===== config.mk =====
export PLATFORM = sky130hd
export DESIGN_NAME = cdr_route_ctrl
export DESIGN_NICKNAME = d
export VERILOG_FILES = /design/src/design/cdr_pkg.sv /design/src/design/cdr_route_ctrl.sv
export SDC_FILE = /design/constraint.sdc
export NUM_CORES = 1
export LEC_CHECK = 0
export ABC_AREA = 1
export BUFFER_PORTS_ARGS = -buffer_cell sky130_fd_sc_hd__buf_4
export CORE_UTILIZATION = 49
export DETAILED_ROUTE_END_ITERATION = 8
export PLACE_DENSITY = 0.8
export SLEW_MARGIN = 5
export SYNTH_ARGS = -nofsm -noshare
export SYNTH_HDL_FRONTEND = slang
export SYNTH_SLANG_ARGS = --single-unit

===== constraint.sdc =====
create_clock -name clk_i -period 2.1 [get_ports clk_i]
set_clock_uncertainty 0.2 [all_clocks]
set_input_delay 0.21 -clock clk_i [delete_from_list [all_inputs] [get_ports clk_i]]
set_output_delay 0.21 -clock clk_i [all_outputs]
set_load 0.02 [all_outputs]

===== src/design/cdr_pkg.sv =====
// shared constants and types for the console data routing control
package cdr_pkg;

	// frame and character widths
	localparam int FRAME_W = 8;
	localparam int KEY_W   = 7;

	// destination mask bit positions
	localparam int DEST_W = 4;
	localparam int D_PUN  = 0;
	localparam int D_PRT  = 1;
	localparam int D_HOST = 2;
	localparam int D_TTY  = 3;
	localparam logic [3:0] DEST_NONE = 4'h0;
	localparam logic [3:0] DEST_PUN  = 4'h1;
	localparam logic [3:0] DEST_PRT  = 4'h2;
	localparam logic [3:0] DEST_HOST = 4'h4;
	localparam logic [3:0] DEST_TTY  = 4'h8;

	// full eight-level frame mask, narrowed by the level select
	localparam logic [7:0] FRAME_ALL = 8'hFF;
	localparam logic [1:0] LEVEL_TOP = 2'h3;

	// off-line panel routes
	typedef enum logic [2:0] {
		CDR_RT_KBD_PRT     = 3'h0,
		CDR_RT_KBD_PRT_PUN = 3'h1,
		CDR_RT_RDR_PUN     = 3'h2,
		CDR_RT_RDR_PRT     = 3'h3,
		CDR_RT_RDR_PRT_PUN = 3'h4
	} cdr_route_e;

	// external function words from the computer
	typedef enum logic [3:0] {
		CDR_FN_NOP      = 4'h0,
		CDR_FN_IN_KBD   = 4'h1,
		CDR_FN_IN_RDR   = 4'h2,
		CDR_FN_IN_STOP  = 4'h3,
		CDR_FN_OUT_PRT  = 4'h4,
		CDR_FN_OUT_PUN  = 4'h5,
		CDR_FN_OUT_BOTH = 4'h6,
		CDR_FN_OUT_TTY  = 4'h7,
		CDR_FN_OUT_STOP = 4'h8
	} cdr_func_e;

	// active on-line input function
	typedef enum logic [1:0] {
		CDR_IN_NONE = 2'h0,
		CDR_IN_KBD  = 2'h1,
		CDR_IN_RDR  = 2'h2
	} cdr_in_e;

	// frame sequencer states
	typedef enum logic [2:0] {
		CDR_ST_IDLE   = 3'h0,
		CDR_ST_ISSUE1 = 3'h1,
		CDR_ST_WAIT1  = 3'h2,
		CDR_ST_ISSUE2 = 3'h3,
		CDR_ST_WAIT2  = 3'h4,
		CDR_ST_ADV    = 3'h5,
		CDR_ST_SENSE  = 3'h6
	} cdr_state_e;

endpackage : cdr_pkg


===== src/design/cdr_route_ctrl.sv =====
// console data routing control: mode, function translation and frame sequencing
//
// What this block does
// [RULE1] on-line: one input and one output function at once; printer plus punch allowed
// [RULE2] computer directs on-line work, the panel directs off-line work
// [RULE3] teletype output only while printer, keyboard, punch and reader are off-line
// [RULE4] on-line key codes go to both the computer and the printer
// [RULE5] off-line key codes go to printer and punch, never to the computer
// [RULE6] printer fed by computer and keyboard on-line, keyboard or reader off-line
// [RULE7] reader frames go to computer on-line, to punch and/or printer off-line
// [RULE8] punch fed by computer on-line, by reader or keyboard off-line
// [RULE9] five off-line routes: k-p, k-p+punch, r-punch, r-p, r-p+punch
// [RULE10] each key press moves one seven-bit code to every selected destination
// [RULE11] keyboard to printer and punch sends each code to both
// [RULE12] duplication handles 5 to 8 level tape and starts on reader enable
// [RULE13] per frame: read, pass to punch, punch, advance, repeat
// [RULE14] duplication stops after last punch once no feed hole is seen
// [RULE15] reader to printer: read, send, print, advance, repeat
// [RULE16] reader to printer stops after last print once no feed hole is seen
// [RULE17] reader to punch and printer: punch first, then print, then advance
// [RULE18] captured words are held until delivered to their destination
// [RULE19] interrupt signals pass both ways between console and computer
// [RULE20] function words decode into subcommands, sequenced by timing steps
// [RULE21] reader advances only after every selected destination reports done
// [RULE22] mode is sampled only between frames
`timescale 1ns/1ps
`default_nettype none
module cdr_route_ctrl #(
	parameter int FRAME_W = cdr_pkg::FRAME_W
) (
	// clock and reset
	input  wire logic                 clk_i,
	input  wire logic                 sys_rst_i,
	// panel
	input  wire logic                 online_sel_i,
	input  wire logic [2:0]           route_sel_i,
	input  wire logic                 reader_enable_i,
	input  wire logic [1:0]           level_sel_i,
	input  wire logic                 periph_offline_i,
	// computer function and output words
	input  wire logic                 host_func_valid_i,
	input  wire logic [3:0]           host_func_i,
	output logic                      host_func_ready_o,
	input  wire logic                 host_data_valid_i,
	input  wire logic [FRAME_W-1:0]   host_data_i,
	output logic                      host_data_ready_o,
	// computer input words and interrupts
	output logic                      host_in_valid_o,
	output logic [FRAME_W-1:0]        host_in_data_o,
	input  wire logic                 host_in_ack_i,
	input  wire logic                 host_intr_i,
	output logic                      console_intr_o,
	// keyboard
	input  wire logic                 kbd_valid_i,
	input  wire logic [6:0]           kbd_data_i,
	output logic                      kbd_ready_o,
	// tape reader
	input  wire logic                 rdr_ready_i,
	input  wire logic                 rdr_feed_hole_i,
	input  wire logic [FRAME_W-1:0]   rdr_data_i,
	output logic                      rdr_advance_o,
	// printer
	output logic                      prt_strobe_o,
	output logic [6:0]                prt_data_o,
	input  wire logic                 prt_done_i,
	// punch
	output logic                      pun_strobe_o,
	output logic [FRAME_W-1:0]        pun_data_o,
	input  wire logic                 pun_done_i,
	// teletype output port
	output logic                      teletype_output_port_strobe_o,
	output logic [6:0]                teletype_output_port_data_o,
	input  wire logic                 teletype_output_port_done_i,
	// status
	output logic                      online_o,
	output logic                      busy_o
);

	// the masks and tape levels assume a full eight-level frame
	if (FRAME_W != 8) begin : g_bad_width
		$error("cdr_route_ctrl: FRAME_W must be 8");
	end

	cdr_pkg::cdr_state_e st;
	cdr_pkg::cdr_in_e    in_fn;
	logic                online;
	logic [3:0]          out_mask;
	logic [3:0]          mask1;
	logic [3:0]          mask2;
	logic [3:0]          pend;
	logic [3:0]          cur_mask;
	logic [3:0]          done_v;
	logic [7:0]          word;
	logic [7:0]          lvl_mask;
	logic                from_rdr;
	logic                func_fire;
	logic                data_fire;
	logic                kbd_src;
	logic                kbd_fire;
	logic                rdr_src;
	logic                rdr_fire;
	logic                rdr_end;
	logic                out_ok;
	logic                issue;

	// reader frame destinations, {second step, first step}
	function automatic logic [7:0] rdr_masks(input logic on, input logic [2:0] rt);
		logic [7:0] m;
		m = {cdr_pkg::DEST_NONE, cdr_pkg::DEST_NONE};
		if (on)
			m = {cdr_pkg::DEST_NONE, cdr_pkg::DEST_HOST}; // RULE7
		else
			case (rt)
				cdr_pkg::CDR_RT_RDR_PUN: m = {cdr_pkg::DEST_NONE, cdr_pkg::DEST_PUN}; // RULE13
				cdr_pkg::CDR_RT_RDR_PRT: m = {cdr_pkg::DEST_NONE, cdr_pkg::DEST_PRT}; // RULE15
				cdr_pkg::CDR_RT_RDR_PRT_PUN: m = {cdr_pkg::DEST_PRT, cdr_pkg::DEST_PUN}; // RULE17
				default: m = {cdr_pkg::DEST_NONE, cdr_pkg::DEST_NONE};
			endcase
		return m;
	endfunction : rdr_masks

	// function translator: output function word to destination mask
	function automatic logic [3:0] fn_out(input logic [3:0] fn);
		logic [3:0] m;
		case (fn)
			cdr_pkg::CDR_FN_OUT_PRT:  m = cdr_pkg::DEST_PRT;
			cdr_pkg::CDR_FN_OUT_PUN:  m = cdr_pkg::DEST_PUN;
			cdr_pkg::CDR_FN_OUT_BOTH: m = cdr_pkg::DEST_PRT | cdr_pkg::DEST_PUN;
			cdr_pkg::CDR_FN_OUT_TTY:  m = cdr_pkg::DEST_TTY;
			default:                  m = cdr_pkg::DEST_NONE;
		endcase
		return m;
	endfunction : fn_out

	// source qualification; only the idle step takes new work
	always_comb
	begin
		kbd_src = online ? (in_fn == cdr_pkg::CDR_IN_KBD)
			: (route_sel_i == cdr_pkg::CDR_RT_KBD_PRT || route_sel_i == cdr_pkg::CDR_RT_KBD_PRT_PUN);
		rdr_src = online ? (in_fn == cdr_pkg::CDR_IN_RDR)
			: (reader_enable_i && (route_sel_i == cdr_pkg::CDR_RT_RDR_PUN
			|| route_sel_i == cdr_pkg::CDR_RT_RDR_PRT
			|| route_sel_i == cdr_pkg::CDR_RT_RDR_PRT_PUN)); // RULE12
		// teletype only with peripherals off-line, the others only with them on-line
		out_ok = out_mask[cdr_pkg::D_TTY] ? periph_offline_i : !periph_offline_i; // RULE3
		host_func_ready_o = online && (st == cdr_pkg::CDR_ST_IDLE); // RULE2
		host_data_ready_o = online && (st == cdr_pkg::CDR_ST_IDLE) && (out_mask != cdr_pkg::DEST_NONE)
			&& out_ok; // RULE3
		kbd_ready_o = (st == cdr_pkg::CDR_ST_IDLE) && kbd_src && !host_data_valid_i;
		func_fire = host_func_valid_i && host_func_ready_o;
		data_fire = host_data_valid_i && host_data_ready_o;
		kbd_fire  = kbd_valid_i && kbd_ready_o;
		rdr_fire  = (st == cdr_pkg::CDR_ST_IDLE) && rdr_src && !data_fire && !kbd_fire
			&& rdr_ready_i && rdr_feed_hole_i;
		rdr_end   = (st == cdr_pkg::CDR_ST_SENSE) && rdr_ready_i && !rdr_feed_hole_i; // RULE14 RULE16
		lvl_mask  = cdr_pkg::FRAME_ALL >> (cdr_pkg::LEVEL_TOP - level_sel_i); // RULE12
		issue     = (st == cdr_pkg::CDR_ST_ISSUE1) || (st == cdr_pkg::CDR_ST_ISSUE2);
		cur_mask  = (st == cdr_pkg::CDR_ST_ISSUE1) ? mask1 : mask2;
		done_v    = {teletype_output_port_done_i, host_in_ack_i, prt_done_i, pun_done_i};
	end

	// mode latch changes only in idle so a frame never straddles a mode change
	always_ff @(posedge clk_i)
	begin
		if (sys_rst_i)
			online <= 1'b0;
		else if (st == cdr_pkg::CDR_ST_IDLE)
			online <= online_sel_i; // RULE22 RULE2
	end

	// one input and one output function register; a computer interrupt clears both
	always_ff @(posedge clk_i)
	begin
		if (sys_rst_i || !online || host_intr_i)
		begin
			in_fn    <= cdr_pkg::CDR_IN_NONE; // RULE19
			out_mask <= cdr_pkg::DEST_NONE;
		end
		else if (func_fire)
		begin
			case (host_func_i) // RULE20 RULE1
				cdr_pkg::CDR_FN_IN_KBD:   in_fn <= cdr_pkg::CDR_IN_KBD;
				cdr_pkg::CDR_FN_IN_RDR:   in_fn <= cdr_pkg::CDR_IN_RDR;
				cdr_pkg::CDR_FN_IN_STOP:  in_fn <= cdr_pkg::CDR_IN_NONE;
				cdr_pkg::CDR_FN_OUT_STOP: out_mask <= cdr_pkg::DEST_NONE;
				default:
				begin
					if (fn_out(host_func_i) != cdr_pkg::DEST_NONE)
						out_mask <= fn_out(host_func_i);
				end
			endcase
		end
		else if (rdr_end)
			in_fn <= cdr_pkg::CDR_IN_NONE;
	end

	// frame sequencer: capture, one or two delivery steps, then tape advance for reader frames
	always_ff @(posedge clk_i)
	begin
		if (sys_rst_i)
		begin
			st       <= cdr_pkg::CDR_ST_IDLE;
			word     <= 8'h00;
			mask1    <= cdr_pkg::DEST_NONE;
			mask2    <= cdr_pkg::DEST_NONE;
			from_rdr <= 1'b0;
		end
		else
		begin
			case (st)
				cdr_pkg::CDR_ST_IDLE:
				begin
					if (data_fire)
					begin
						word     <= host_data_i; // RULE18
						mask1    <= out_mask; // RULE1 RULE6 RULE8
						mask2    <= cdr_pkg::DEST_NONE;
						from_rdr <= 1'b0;
						st       <= cdr_pkg::CDR_ST_ISSUE1;
					end
					else if (kbd_fire)
					begin
						word     <= {1'b0, kbd_data_i}; // RULE10
						// on-line keys echo to the printer; off-line never reach the host
						if (online)
							mask1 <= cdr_pkg::DEST_HOST | cdr_pkg::DEST_PRT; // RULE4
						else if (route_sel_i == cdr_pkg::CDR_RT_KBD_PRT_PUN)
							mask1 <= cdr_pkg::DEST_PRT | cdr_pkg::DEST_PUN; // RULE11 RULE5
						else
							mask1 <= cdr_pkg::DEST_PRT; // RULE9
						mask2    <= cdr_pkg::DEST_NONE;
						from_rdr <= 1'b0;
						st       <= cdr_pkg::CDR_ST_ISSUE1;
					end
					else if (rdr_fire)
					begin
						word             <= rdr_data_i & lvl_mask;
						{mask2, mask1}   <= rdr_masks(online, route_sel_i); // RULE9
						from_rdr         <= 1'b1;
						st               <= cdr_pkg::CDR_ST_ISSUE1;
					end
				end
				cdr_pkg::CDR_ST_ISSUE1: st <= cdr_pkg::CDR_ST_WAIT1;
				cdr_pkg::CDR_ST_WAIT1:
				begin
					if (pend == cdr_pkg::DEST_NONE)
					begin
						if (mask2 != cdr_pkg::DEST_NONE)
							st <= cdr_pkg::CDR_ST_ISSUE2; // RULE17
						else if (from_rdr)
							st <= cdr_pkg::CDR_ST_ADV; // RULE21
						else
							st <= cdr_pkg::CDR_ST_IDLE;
					end
				end
				cdr_pkg::CDR_ST_ISSUE2: st <= cdr_pkg::CDR_ST_WAIT2;
				cdr_pkg::CDR_ST_WAIT2:
				begin
					if (pend == cdr_pkg::DEST_NONE)
						st <= cdr_pkg::CDR_ST_ADV; // RULE21
				end
				cdr_pkg::CDR_ST_ADV: st <= cdr_pkg::CDR_ST_SENSE; // RULE13
				cdr_pkg::CDR_ST_SENSE:
				begin
					// a fresh frame restarts delivery; a missing feed hole ends the run
					if (rdr_ready_i && rdr_feed_hole_i)
					begin
						word           <= rdr_data_i & lvl_mask;
						{mask2, mask1} <= rdr_masks(online, route_sel_i);
						st             <= cdr_pkg::CDR_ST_ISSUE1;
					end
					else if (rdr_end)
						st <= cdr_pkg::CDR_ST_IDLE; // RULE14 RULE16
				end
				default: st <= cdr_pkg::CDR_ST_IDLE;
			endcase
		end
	end

	// outstanding destinations: set on issue, cleared by each done
	always_ff @(posedge clk_i)
	begin
		if (sys_rst_i)
			pend <= cdr_pkg::DEST_NONE;
		else
			pend <= (pend & ~done_v) | (issue ? cur_mask : cdr_pkg::DEST_NONE); // RULE18
	end

	// dispatch strobes and held data; data stays until the next issue
	always_ff @(posedge clk_i)
	begin
		if (sys_rst_i)
		begin
			prt_strobe_o                  <= 1'b0;
			pun_strobe_o                  <= 1'b0;
			teletype_output_port_strobe_o <= 1'b0;
			prt_data_o                    <= 7'h00;
			pun_data_o                    <= 8'h00;
			teletype_output_port_data_o   <= 7'h00;
			host_in_data_o                <= 8'h00;
		end
		else
		begin
			prt_strobe_o                  <= issue && cur_mask[cdr_pkg::D_PRT];
			pun_strobe_o                  <= issue && cur_mask[cdr_pkg::D_PUN];
			teletype_output_port_strobe_o <= issue && cur_mask[cdr_pkg::D_TTY]; // RULE3
			if (issue)
			begin
				prt_data_o                  <= word[6:0];
				pun_data_o                  <= word;
				teletype_output_port_data_o <= word[6:0];
				host_in_data_o              <= word;
			end
		end
	end

	// console-to-computer interrupt on each input word and at an on-line end of tape
	always_ff @(posedge clk_i)
	begin
		if (sys_rst_i)
			console_intr_o <= 1'b0;
		else
			console_intr_o <= (issue && cur_mask[cdr_pkg::D_HOST]) || (rdr_end && online); // RULE19
	end

	assign host_in_valid_o = pend[cdr_pkg::D_HOST];
	assign rdr_advance_o   = (st == cdr_pkg::CDR_ST_ADV); // RULE13
	assign online_o        = online;
	assign busy_o          = (st != cdr_pkg::CDR_ST_IDLE);
endmodule : cdr_route_ctrl
`default_nettype wire

After elaboration in Yosys (flattened, before gate mapping)
Index checks and enable logic that the tools add are counted.
{"block": "word_totals", "rom_bits": 0, "elab_cells": 147, "latch_bits": 0, "mem_bits_rw": 0, "regBits": 50, "mem_count": 0, "output_inout_bits": 41, "in_bits": 47}
{"block": "op_classes", "n_shift": 1, "bitwise_logic": 5, "n_reduce_logical": 53, "div_mod_pow": 0, "n_mux": 46, "mul": 0, "order_cmp": 0, "eq_ne": 26, "n_addsub": 1}
{"cell": "2-to-1 mux 4 bit", "count": 14}
{"cell": "2-to-1 mux 8 bit", "count": 4}
{"cell": "2-to-1 mux 3 bit", "count": 10}
{"cell": "case mux 4 bit (2 select lines)", "count": 3}
{"cell": "logical AND 1 bit", "count": 22}
{"cell": "case mux 3 bit (7 select lines)", "count": 1}
{"cell": "case mux 6 bit (3 select lines)", "count": 1}
{"cell": "== test 4 x 3 -> 1 bit (second input constant)", "count": 4}
{"cell": "case mux 4 bit (4 select lines)", "count": 1}
{"cell": "case mux 8 bit (2 select lines)", "count": 1}
{"cell": "== test 3 x 2 -> 1 bit (second input constant)", "count": 4}
{"cell": "== test 3 bit (second input constant)", "count": 4}
{"cell": "nonzero test 4 bit", "count": 3}
{"cell": "bitwise AND 8 bit", "count": 1}
{"cell": "== test 4 x 2 -> 1 bit (second input constant)", "count": 2}
{"cell": "right shift 8 x 2 -> 8 bit (first input constant)", "count": 1}
{"cell": "logical OR 1 bit", "count": 7}
{"cell": "2-to-1 mux 1 bit", "count": 7}
{"cell": "== test 3 x 1 -> 1 bit (second input constant)", "count": 2}
{"cell": "zero test 1 bit", "count": 6}
{"cell": "zero test 3 bit", "count": 2}
{"cell": "2-to-1 mux 6 bit", "count": 1}
{"cell": "case mux 2 bit (3 select lines)", "count": 1}
{"cell": "AND reduction 3 bit", "count": 2}
{"cell": "22 further kinds", "count": 28}

Logic depth before layout (Yosys ltp)
Gate-level depths: netlist (run 1).
{"block": "logic_depth", "word_depth": 14, "depth_mapped": 14, "depth_no_buf": 12}

Least setup slack after synthesis (run 1)
Ideal clock, no wire load.
{"block": "synth_timing", "kind": "reg-to-reg", "startpoint": "register online (netlist: online_o)", "endpoint": "register word[0]", "path_stages_with_launch": 11, "path_slack_ns": 0.281, "arrival_time_ns": 1.503, "period_less_slack_ns": 1.819, "setup_time_ns": 0.116, "path_buffers": 1, "required_time_ns": 1.784, "path_cell_list": "dfxtp_1 > inv_2 > nand2_1 > nand2_2 > nand3_4 > nand2_4 > inv_6 > nand3b_4 > buf_6 > o21ai_0 > nor2_1"}
{"block": "synth_via", "elab_chain_len": 11, "word_cells_on_any_way": 21, "cone_classes": "eq/ne: 1; mux: 5; reduce/logical: 15"}
{"item": "start: declaration", "line_no": "cdr_route_ctrl.sv:86", "rtl": "logic online;"}
{"item": "start signal: assignment", "line_no": "cdr_route_ctrl.sv:168", "rtl": "online <= online_sel_i;"}
{"item": "logical AND 1 bit (2 in a row)", "line_no": "cdr_route_ctrl.sv:147", "rtl": "host_data_ready_o = online && (st == cdr_pkg::CDR_ST_IDLE) && (out_mask != cdr_pkg::DEST_NONE)"}
{"item": "logical AND 1 bit", "line_no": "cdr_route_ctrl.sv:148", "rtl": "&& out_ok;"}
{"item": "logical AND 1 bit", "line_no": "cdr_route_ctrl.sv:151", "rtl": "data_fire = host_data_valid_i && host_data_ready_o;"}
{"item": "zero test 1 bit", "line_no": "cdr_route_ctrl.sv:153", "rtl": "rdr_fire = (st == cdr_pkg::CDR_ST_IDLE) && rdr_src && !data_fire && !kbd_fire"}
{"item": "logical AND 1 bit (2 in a row)", "line_no": "cdr_route_ctrl.sv:153"}
{"item": "logical AND 1 bit (2 in a row)", "line_no": "cdr_route_ctrl.sv:154", "rtl": "&& rdr_ready_i && rdr_feed_hole_i;"}
{"item": "inequality test 4 bit (no line)"}
{"item": "AND reduction 3 bit (no line)"}
{"item": "end signal: assignment", "line_no": "cdr_route_ctrl.sv:215", "rtl": "word <= host_data_i;"}
{"item": "end signal: assignment", "line_no": "cdr_route_ctrl.sv:223", "rtl": "word <= {1'b0, kbd_data_i};"}
{"item": "end signal: assignment", "line_no": "cdr_route_ctrl.sv:237", "rtl": "word <= rdr_data_i & lvl_mask;"}
{"item": "end: declaration", "line_no": "cdr_route_ctrl.sv:93", "rtl": "logic [7:0] word;"}
Several ways; a longest one is shown, not always the timed one.
A chain may end at the register's enable or synchronous reset.

Worst setup path in the final report (run 1)
{"block": "layout_timing", "startpoint": "register online (netlist: online_o)", "endpoint": "register word[5]"}
Same word-level chain as after synthesis.

==> results of run 1 <==
[stage by stage]
step	total power, mW	worst slack [ps]	hold WS (ps)
floorplan	2.19	281	89.3
global placement	2.54	301	217
detailed placement	2.57	229	236
CTS	3.31	198	8.05
global route	3.49	53.6	28.4
finish	3.30	191	3.16
[worst min-delay path by stage]
stage | end | slack [ps]
6_report | in_fn[0] | 3
5_1_grt | in_fn[0] | 30
4_1_cts | in_fn[0] | 8
3_5_place_dp | pend[3] | 240
3_3_place_gp | pend[3] | 220
2_1_floorplan | st[0] | 90
[logic make-up (layout without fill, tap and decap cells)]
| logic type | count (synthesis) | after routing |
|---|---|---|
| compound gates | 52 | 52 |
| buf+inv | 59 | 133 |
| flops | 39 | 39 |
| simple gates | 179 | 179 |
[synth_stat cells (3+ instances only)]
library cell              instances  area [µm²]
sky130_fd_sc_hd__nand2_2          3        18.8
sky130_fd_sc_hd__inv_1           25        93.8
sky130_fd_sc_hd__a21oi_1         16        80.1
sky130_fd_sc_hd__nor2_1          66         248
sky130_fd_sc_hd__buf_6            3        33.8
sky130_fd_sc_hd__dfxtp_1         39         781
sky130_fd_sc_hd__o21ai_0         24         120
sky130_fd_sc_hd__nand3_1          8        40.0
sky130_fd_sc_hd__nor3_1           4        20.0
sky130_fd_sc_hd__buf_4           22         165
sky130_fd_sc_hd__nand2_1         79         297
sky130_fd_sc_hd__nor2_2           5        31.3
[final cells by class]
cell class	instances	area share, %
Multi-Input combinational cell	231	37.5
Sequential cell	39	26.7
Timing Repair Buffer	95	25.0
Inverter	30	4.06
Clock buffer	6	2.48
Tap cell	52	2.22
Clock inverter	2	2.05
[worst reg2reg max path: cells and delay by family, from the launching register on]
family | cells | cell delay (ps)
AND/OR/NAND/NOR | 6 | 710
flip-flops | 1 | 440
buffers and inverters | 2 | 240
AO/OA/AOI/OAI | 1 | 230
[metal layers]
layer	up-vias	GRT usage [%]	share of wire, %
li1	1162	-	-
met1	981	26.6	42
met2	84	38.7	48
met3	20	4.51	6.4
met4	0	12.5	3.1
met5	-	0	0
[sequential cells by signal, indices dropped and copies added, names as in the netlist, 2 cells and up]
register / flops
pun_data_o: 8
pend: 4
word: 8
mask1: 4
st: 3
in_fn: 2
out_mask: 3
[where the power goes]
group          internal [mW]  switching (mW)
sequential             0.882           0.140
combinational          0.609           0.929
clock                  0.475           0.262
[cells in the final DEF (no fill, tap or decap), types with 3 or more instances in the layout]
cell / n
sky130_fd_sc_hd__buf_4: 88
sky130_fd_sc_hd__nand2_1: 79
sky130_fd_sc_hd__nor2_1: 66
sky130_fd_sc_hd__dfxtp_1: 38
sky130_fd_sc_hd__inv_1: 25
sky130_fd_sc_hd__o21ai_0: 24
sky130_fd_sc_hd__a21oi_1: 16
sky130_fd_sc_hd__nand3_1: 8
sky130_fd_sc_hd__dlygate4sd3_1: 7
sky130_fd_sc_hd__nor2_2: 5
sky130_fd_sc_hd__clkbuf_8: 5
sky130_fd_sc_hd__nor3_1: 4
sky130_fd_sc_hd__nand2_2: 3
[what timing repair did]
item	in CTS	in global routing
hold buffers	7	0
gates resized for setup	0	1
setup endpoints to repair	0	1
hold endpoints to repair	8	0
==> metrics.log, run 1 <==
INFO  metric final_hold_viol_count = 0
INFO  metric cts-htree-levels = 2
INFO  metric max-clock-path-buffers = 2
INFO  metric ys_async_sr_fraction = 0%
INFO  metric post_synth_mux_area_share = 0%
INFO  metric class_of_the_worst_hold_path = input port to flop
INFO  metric vdd.ir_drop.worst = about 0.37 mV
INFO  metric cts_setup_buffers = 0
INFO  metric post_drt_wl_per_cell = roughly 12 µm
INFO  metric mappedNetlistArea = 2220 µm²
INFO  metric clkSlewWorstSetupHoldPaths = around 80 ps
INFO  metric critical_path.n_buffers_inverters = 2
INFO  metric iteration_count_of_the_initial_detailed_routing_pass = 4
INFO  metric floorplan.die_area = a little under 5000 µm²
INFO  metric floorplan.initialDensity = between 50% and 60%
INFO  metric critical_path_cell_sequence = inv_2 > nand2_1 > nand2_2 > nand3_4 > nand2_4 > inv_6 > nand3b_4 > o21ai_0 > nor2_1
INFO  metric worstReg2RegStart = online_o
INFO  metric clock_tree.root_cell = sky130_fd_sc_hd__clkbuf_8
INFO  metric detailed_place.area = approximately 2700 µm²
INFO  metric reg2reg_depth = 9
INFO  metric cts_inserted_buffers = 5
INFO  metric power.leakage = 1.43 nW
INFO  metric timing.setup.critical_path_class = flop to flop
INFO  metric synth-simple-area-share = between 30% and 40%
INFO  metric synth_compound_area_share = 13.0%
INFO  metric ys_types = 39
INFO  metric finalSetupTns = 0 ps
INFO  metric slack_of_the_worst_reg_to_reg_path = 190 ps
INFO  metric post_synthesis_share_of_cell_area_spent_on_xor_and_xnor_gates = 0%
INFO  metric crit_path_start = online_o
INFO  metric grt_pass1_vias = approximately 2,100
INFO  metric path_delay_family = simple AND/OR/NAND/NOR gates
INFO  metric unrepaired_setup_endpoints_after_global_routing = false
INFO  metric final-setup-viol-count = 0
INFO  metric num_rows = 24
INFO  metric fin_area = just under 3000 µm²
INFO  metric synth_instances = approximately 330
INFO  metric die_w = 69.4 µm
INFO  metric grt_use_total = 22.7%
INFO  metric global_route.overflow_total = 0
INFO  metric synth_enable_flop_cells = 0
INFO  metric timing_worst_slew_pin_value = between 500 and 600 ps
INFO  metric io_pins = between 80 and 90
INFO  metric antenna_violations_before_repair = 0
INFO  metric report.final.slew_viol_count = 0
INFO  metric ys_ff_latch = 39
INFO  metric finalCritPeriodShare = about nine tenths
INFO  metric worst_slew_margin_rel = between 60 and 70%
INFO  metric drtAntennaViolNets = 0
INFO  metric final_wtd_congestion = between 0.8 and 0.9
INFO  metric layout.filler_cells = slightly below 400
INFO  metric routed-via-count = approximately 2,200
INFO  metric worstPathRequired = between 2000 and 2500 ps
INFO  metric cts_num_sinks = 39
INFO  metric hp-start = host_func_i[1]
INFO  metric remaining_drc_errors = 0
INFO  metric critPathArrivalTime = approximately 1900 ps
INFO  metric max_clock_freq = ~520 MHz
INFO  metric layout-drive-gt1-share = between 20% and 30%
INFO  metric grt_pass1_wl = just under 9 mm
INFO  metric crit_path_max_incr_delay = approximately 440 ps
INFO  metric timing.critical_path.from_type = flop
INFO  metric finalNonFillerCells = approximately 460
INFO  metric layout.area.seq = 782 µm²
INFO  metric layout.nets = ~450
INFO  metric place_hpwl = about 4.2 mm
INFO  metric insertedDiodeCount = 0
INFO  metric detail_route.wirelength = between 5 and 6 mm
INFO  metric i_o_buffers = 87
INFO  metric timing.critical_path.slowest_stage_cell = sky130_fd_sc_hd__dfxtp_1
INFO  metric postSynthNetCount = ~380
INFO  metric status = finished clean
INFO  metric r2r_end = word[5]
INFO  metric drt_iter0_drc = between 100 and 150
INFO  metric relative_area_change_from_synthesis_to_final_layout = 31.6%
INFO  metric drt-vias-per-instance = 4.94
INFO  metric timing.critical_path.to_type = flop
INFO  metric critPathCapture = word[5]
INFO  metric clock_tree_from_tritoncts = done
INFO  metric yosys_warnings = 0
INFO  metric layout_min_cycle_time = approximately 1900 ps
INFO  metric core-area = about 4400 µm²
INFO  metric synth-adder-area-share = 0%
INFO  metric power-per-cell-area = ~1100 nW/µm²
INFO  metric hold_path_depth = 4
INFO  metric floorplan.die.height = between 60 and 70 µm
INFO  metric timing.critical_path.depth = 9
INFO  metric post_synth.cell_area_avg = 6.76 µm²
INFO  metric max_cap_viols = 0
INFO  metric post-place-cells = 440
INFO  metric finish.utilization = between 60% and 70%
INFO  metric main_combinational_cell_family_by_area_after_synthesis = simple AND/OR/NAND/NOR gates
INFO  metric maximum_number_of_pins_on_one_net_before_global_route_repair = 24
INFO  metric crit_fanout = 20
INFO  metric synth_sequential_area_ratio = 35.1%
INFO  metric yosys_most_used_dff = sky130_fd_sc_hd__dfxtp_1
INFO  metric clkLatencyLatePin = 290 ps
INFO  metric multi_input_comb_area = 1100 µm²
Note: power is estimated with default switching activity, not from simulation.
==> run 2: changes to the inputs <==
- MAX_ROUTING_LAYER: not set -> met4
- PLACE_DENSITY: 0.8 -> 0.81
==> metrics.log, run 2 (synthesized netlist as in run 1, its figures left out) <==
INFO  metric timing.critical_path.from_type = flop
INFO  metric class_of_the_worst_hold_path = input port to flop
INFO  metric finalSetupTns = 0 ps
INFO  metric cts_num_sinks = 39
INFO  metric timing.critical_path.slowest_stage_cell = sky130_fd_sc_hd__dfxtp_1
INFO  metric finalCritPeriodShare = 88.2%
INFO  metric status = finished clean
INFO  metric fin_area = around 2900 µm²
INFO  metric clkLatencyLatePin = 290 ps
INFO  metric antenna_violations_before_repair = 0
INFO  metric worstPathRequired = approximately 2100 ps
INFO  metric most-common-layout-cells = sky130_fd_sc_hd__buf_4, sky130_fd_sc_hd__nand2_1, sky130_fd_sc_hd__nor2_1, sky130_fd_sc_hd__dfxtp_1, sky130_fd_sc_hd__inv_1
INFO  metric grt_use_total = a little under a quarter
INFO  metric place_hpwl = about 4.0 mm
INFO  metric cts_setup_buffers = 0
INFO  metric postLayoutSetupSlackWorst = ~250 ps
INFO  metric worst_slew_margin_rel = 61.5%
INFO  metric timing_worst_slew_pin_value = 577 ps
INFO  metric post_drt_wl_per_cell = roughly 11 µm
INFO  metric layout.filler_cells = about 400
INFO  metric dp_worst_setup_slack = ~250 ps
INFO  metric layout.nets = ~450
INFO  metric cts_inserted_buffers = 5
INFO  metric drt_iter0_drc = about 110
INFO  metric detail_route.wirelength = approximately 5.0 mm
INFO  metric power-per-cell-area = 1130 nW/µm²
INFO  metric relative_area_change_from_synthesis_to_final_layout = 30.8%
INFO  metric io_pins = 88
INFO  metric grt_pass1_wl = between 8 and 9 mm
INFO  metric final_hold_viol_count = 0
INFO  metric grt_pass1_vias = approximately 2,000
INFO  metric clock_tree_from_tritoncts = done
INFO  metric timing.critical_path.to_type = flop
INFO  metric core-area = around 4400 µm²
INFO  metric crit_path_max_incr_delay = between 400 and 500 ps
INFO  metric insertedDiodeCount = 0
INFO  metric power.leakage = between 1 and 1.5 nW
INFO  metric floorplan.die.height = 69.4 µm
INFO  metric critical_path_cell_sequence = inv_2 > nand2_1 > nand2_2 > nand3_4 > nand2_4 > inv_6 > nand3b_4 > o21ai_0 > nor2_1
INFO  metric final_wtd_congestion = 0.931
INFO  metric floorplan.initialDensity = 51.1%
INFO  metric maximum_number_of_pins_on_one_net_before_global_route_repair = 24
INFO  metric vdd.ir_drop.worst = just under 0.4 mV
INFO  metric iteration_count_of_the_initial_detailed_routing_pass = 4
INFO  metric path_delay_family = simple AND/OR/NAND/NOR gates
INFO  metric global_route.overflow_total = 0
INFO  metric critPathArrivalTime = between 1500 and 2000 ps
INFO  metric layout_min_cycle_time = about 1900 ps
INFO  metric cts-htree-levels = 2
INFO  metric timing.setup.critical_path_class = flop to flop
INFO  metric clkSlewWorstSetupHoldPaths = around 80 ps
INFO  metric crit_fanout = 20
INFO  metric max-clock-path-buffers = 2
INFO  metric max_clock_freq = about 540 MHz
INFO  metric drt-vias-per-instance = between 4 and 5
INFO  metric remaining_drc_errors = 0
INFO  metric critical_path.n_buffers_inverters = 2
INFO  metric die_w = 69.4 µm
INFO  metric clock_tree.root_cell = sky130_fd_sc_hd__clkbuf_8
INFO  metric max_cap_viols = 0
INFO  metric floorplan.die_area = around 4800 µm²
INFO  metric layout.cells.most_common = sky130_fd_sc_hd__buf_4
INFO  metric final-setup-viol-count = 0
INFO  metric ctsResizeCount = 0
INFO  metric routed-via-count = approximately 2,200
INFO  metric drtAntennaViolNets = 0
INFO  metric layout-drive-gt1-share = 29.7%
INFO  metric i_o_buffers = 87
INFO  metric num_rows = 24
INFO  metric regs_by_ff_count = pun_data_o (8), word (8)
INFO  metric unrepaired_setup_endpoints_after_global_routing = false
INFO  metric detailed_place.area = approximately 2700 µm²
INFO  metric report.final.slew_viol_count = 0
## run 2: cell types whose count changed in the layout (fill, tap and decap cells not counted)
cell / delta
sky130_fd_sc_hd__clkbuf_1: -1
sky130_fd_sc_hd__clkinvlp_4: +1
sky130_fd_sc_hd__dfxtp_1: +1
sky130_fd_sc_hd__dfxtp_2: -1
sky130_fd_sc_hd__dlygate4sd3_1: -2
## run 2: routing by layer
| layer | wire length, µm | vias up | GRT usage (%) | share of wire (%) |
|---|---|---|---|---|
| li1 | - | 1165 | - | - |
| met4 | 58 | 0 | 6.35 | 1.2 |
| met1 | 2250 | 933 | 26.8 | 45 |
| met2 | 2480 | 71 | 39.3 | 49 |
| met5 | 0 | - | - | 0 |
| met3 | 245 | 6 | 3.92 | 4.9 |
## run 2: per-stage QoR
stage	cells	util [%]	total power, mW	hold slack [ps]
2_1_floorplan	329	-	2.19	89.3
3_3_place_gp	440	62.5	2.54	218
3_5_place_dp	440	62.5	2.56	222
4_1_cts	453	66.8	3.31	7.06
5_1_grt	453	66.8	3.49	13.4
6_report	453	66.8	3.28	5.40
## run 2: path summary, 6_finish.rpt
path                                   from      endpoint  slack (ps)  cells past startpoint
worst min register to register     mask1[0]  pun_strobe_o         270                      2
worst max-delay path               online_o       word[6]         250                      9
worst max register to register     online_o       word[6]         250                      9
worst min-delay path            host_intr_i   out_mask[0]           5                      4
## run 2: layout make-up
class	instances	area (µm²)	area share (%)
Sequential cell	39	781	26.8
Inverter	30	119	4.09
Tap cell	52	65.1	2.24
Multi-Input combinational cell	231	1100	37.7
Clock buffer	5	68.8	2.37
Timing Repair Buffer	93	711	24.4
Clock inverter	3	67.6	2.32
## run 2: repair_timing
action                                  CTS  global route
endpoints found under the setup margin    0             0
hold buffers                              5             0
hold endpoints to repair                  7             0
## run 2: worst min-delay path, cell delays in order
cell	delay, ps
sky130_fd_sc_hd__buf_4	80
sky130_fd_sc_hd__nor3_1	60
sky130_fd_sc_hd__nand2_1	70
sky130_fd_sc_hd__nor2_1	40
## run 2: report_power, final
group	internal (mW)	switching (mW)
sequential	0.880	0.138
combinational	0.607	0.920
clock	0.474	0.264
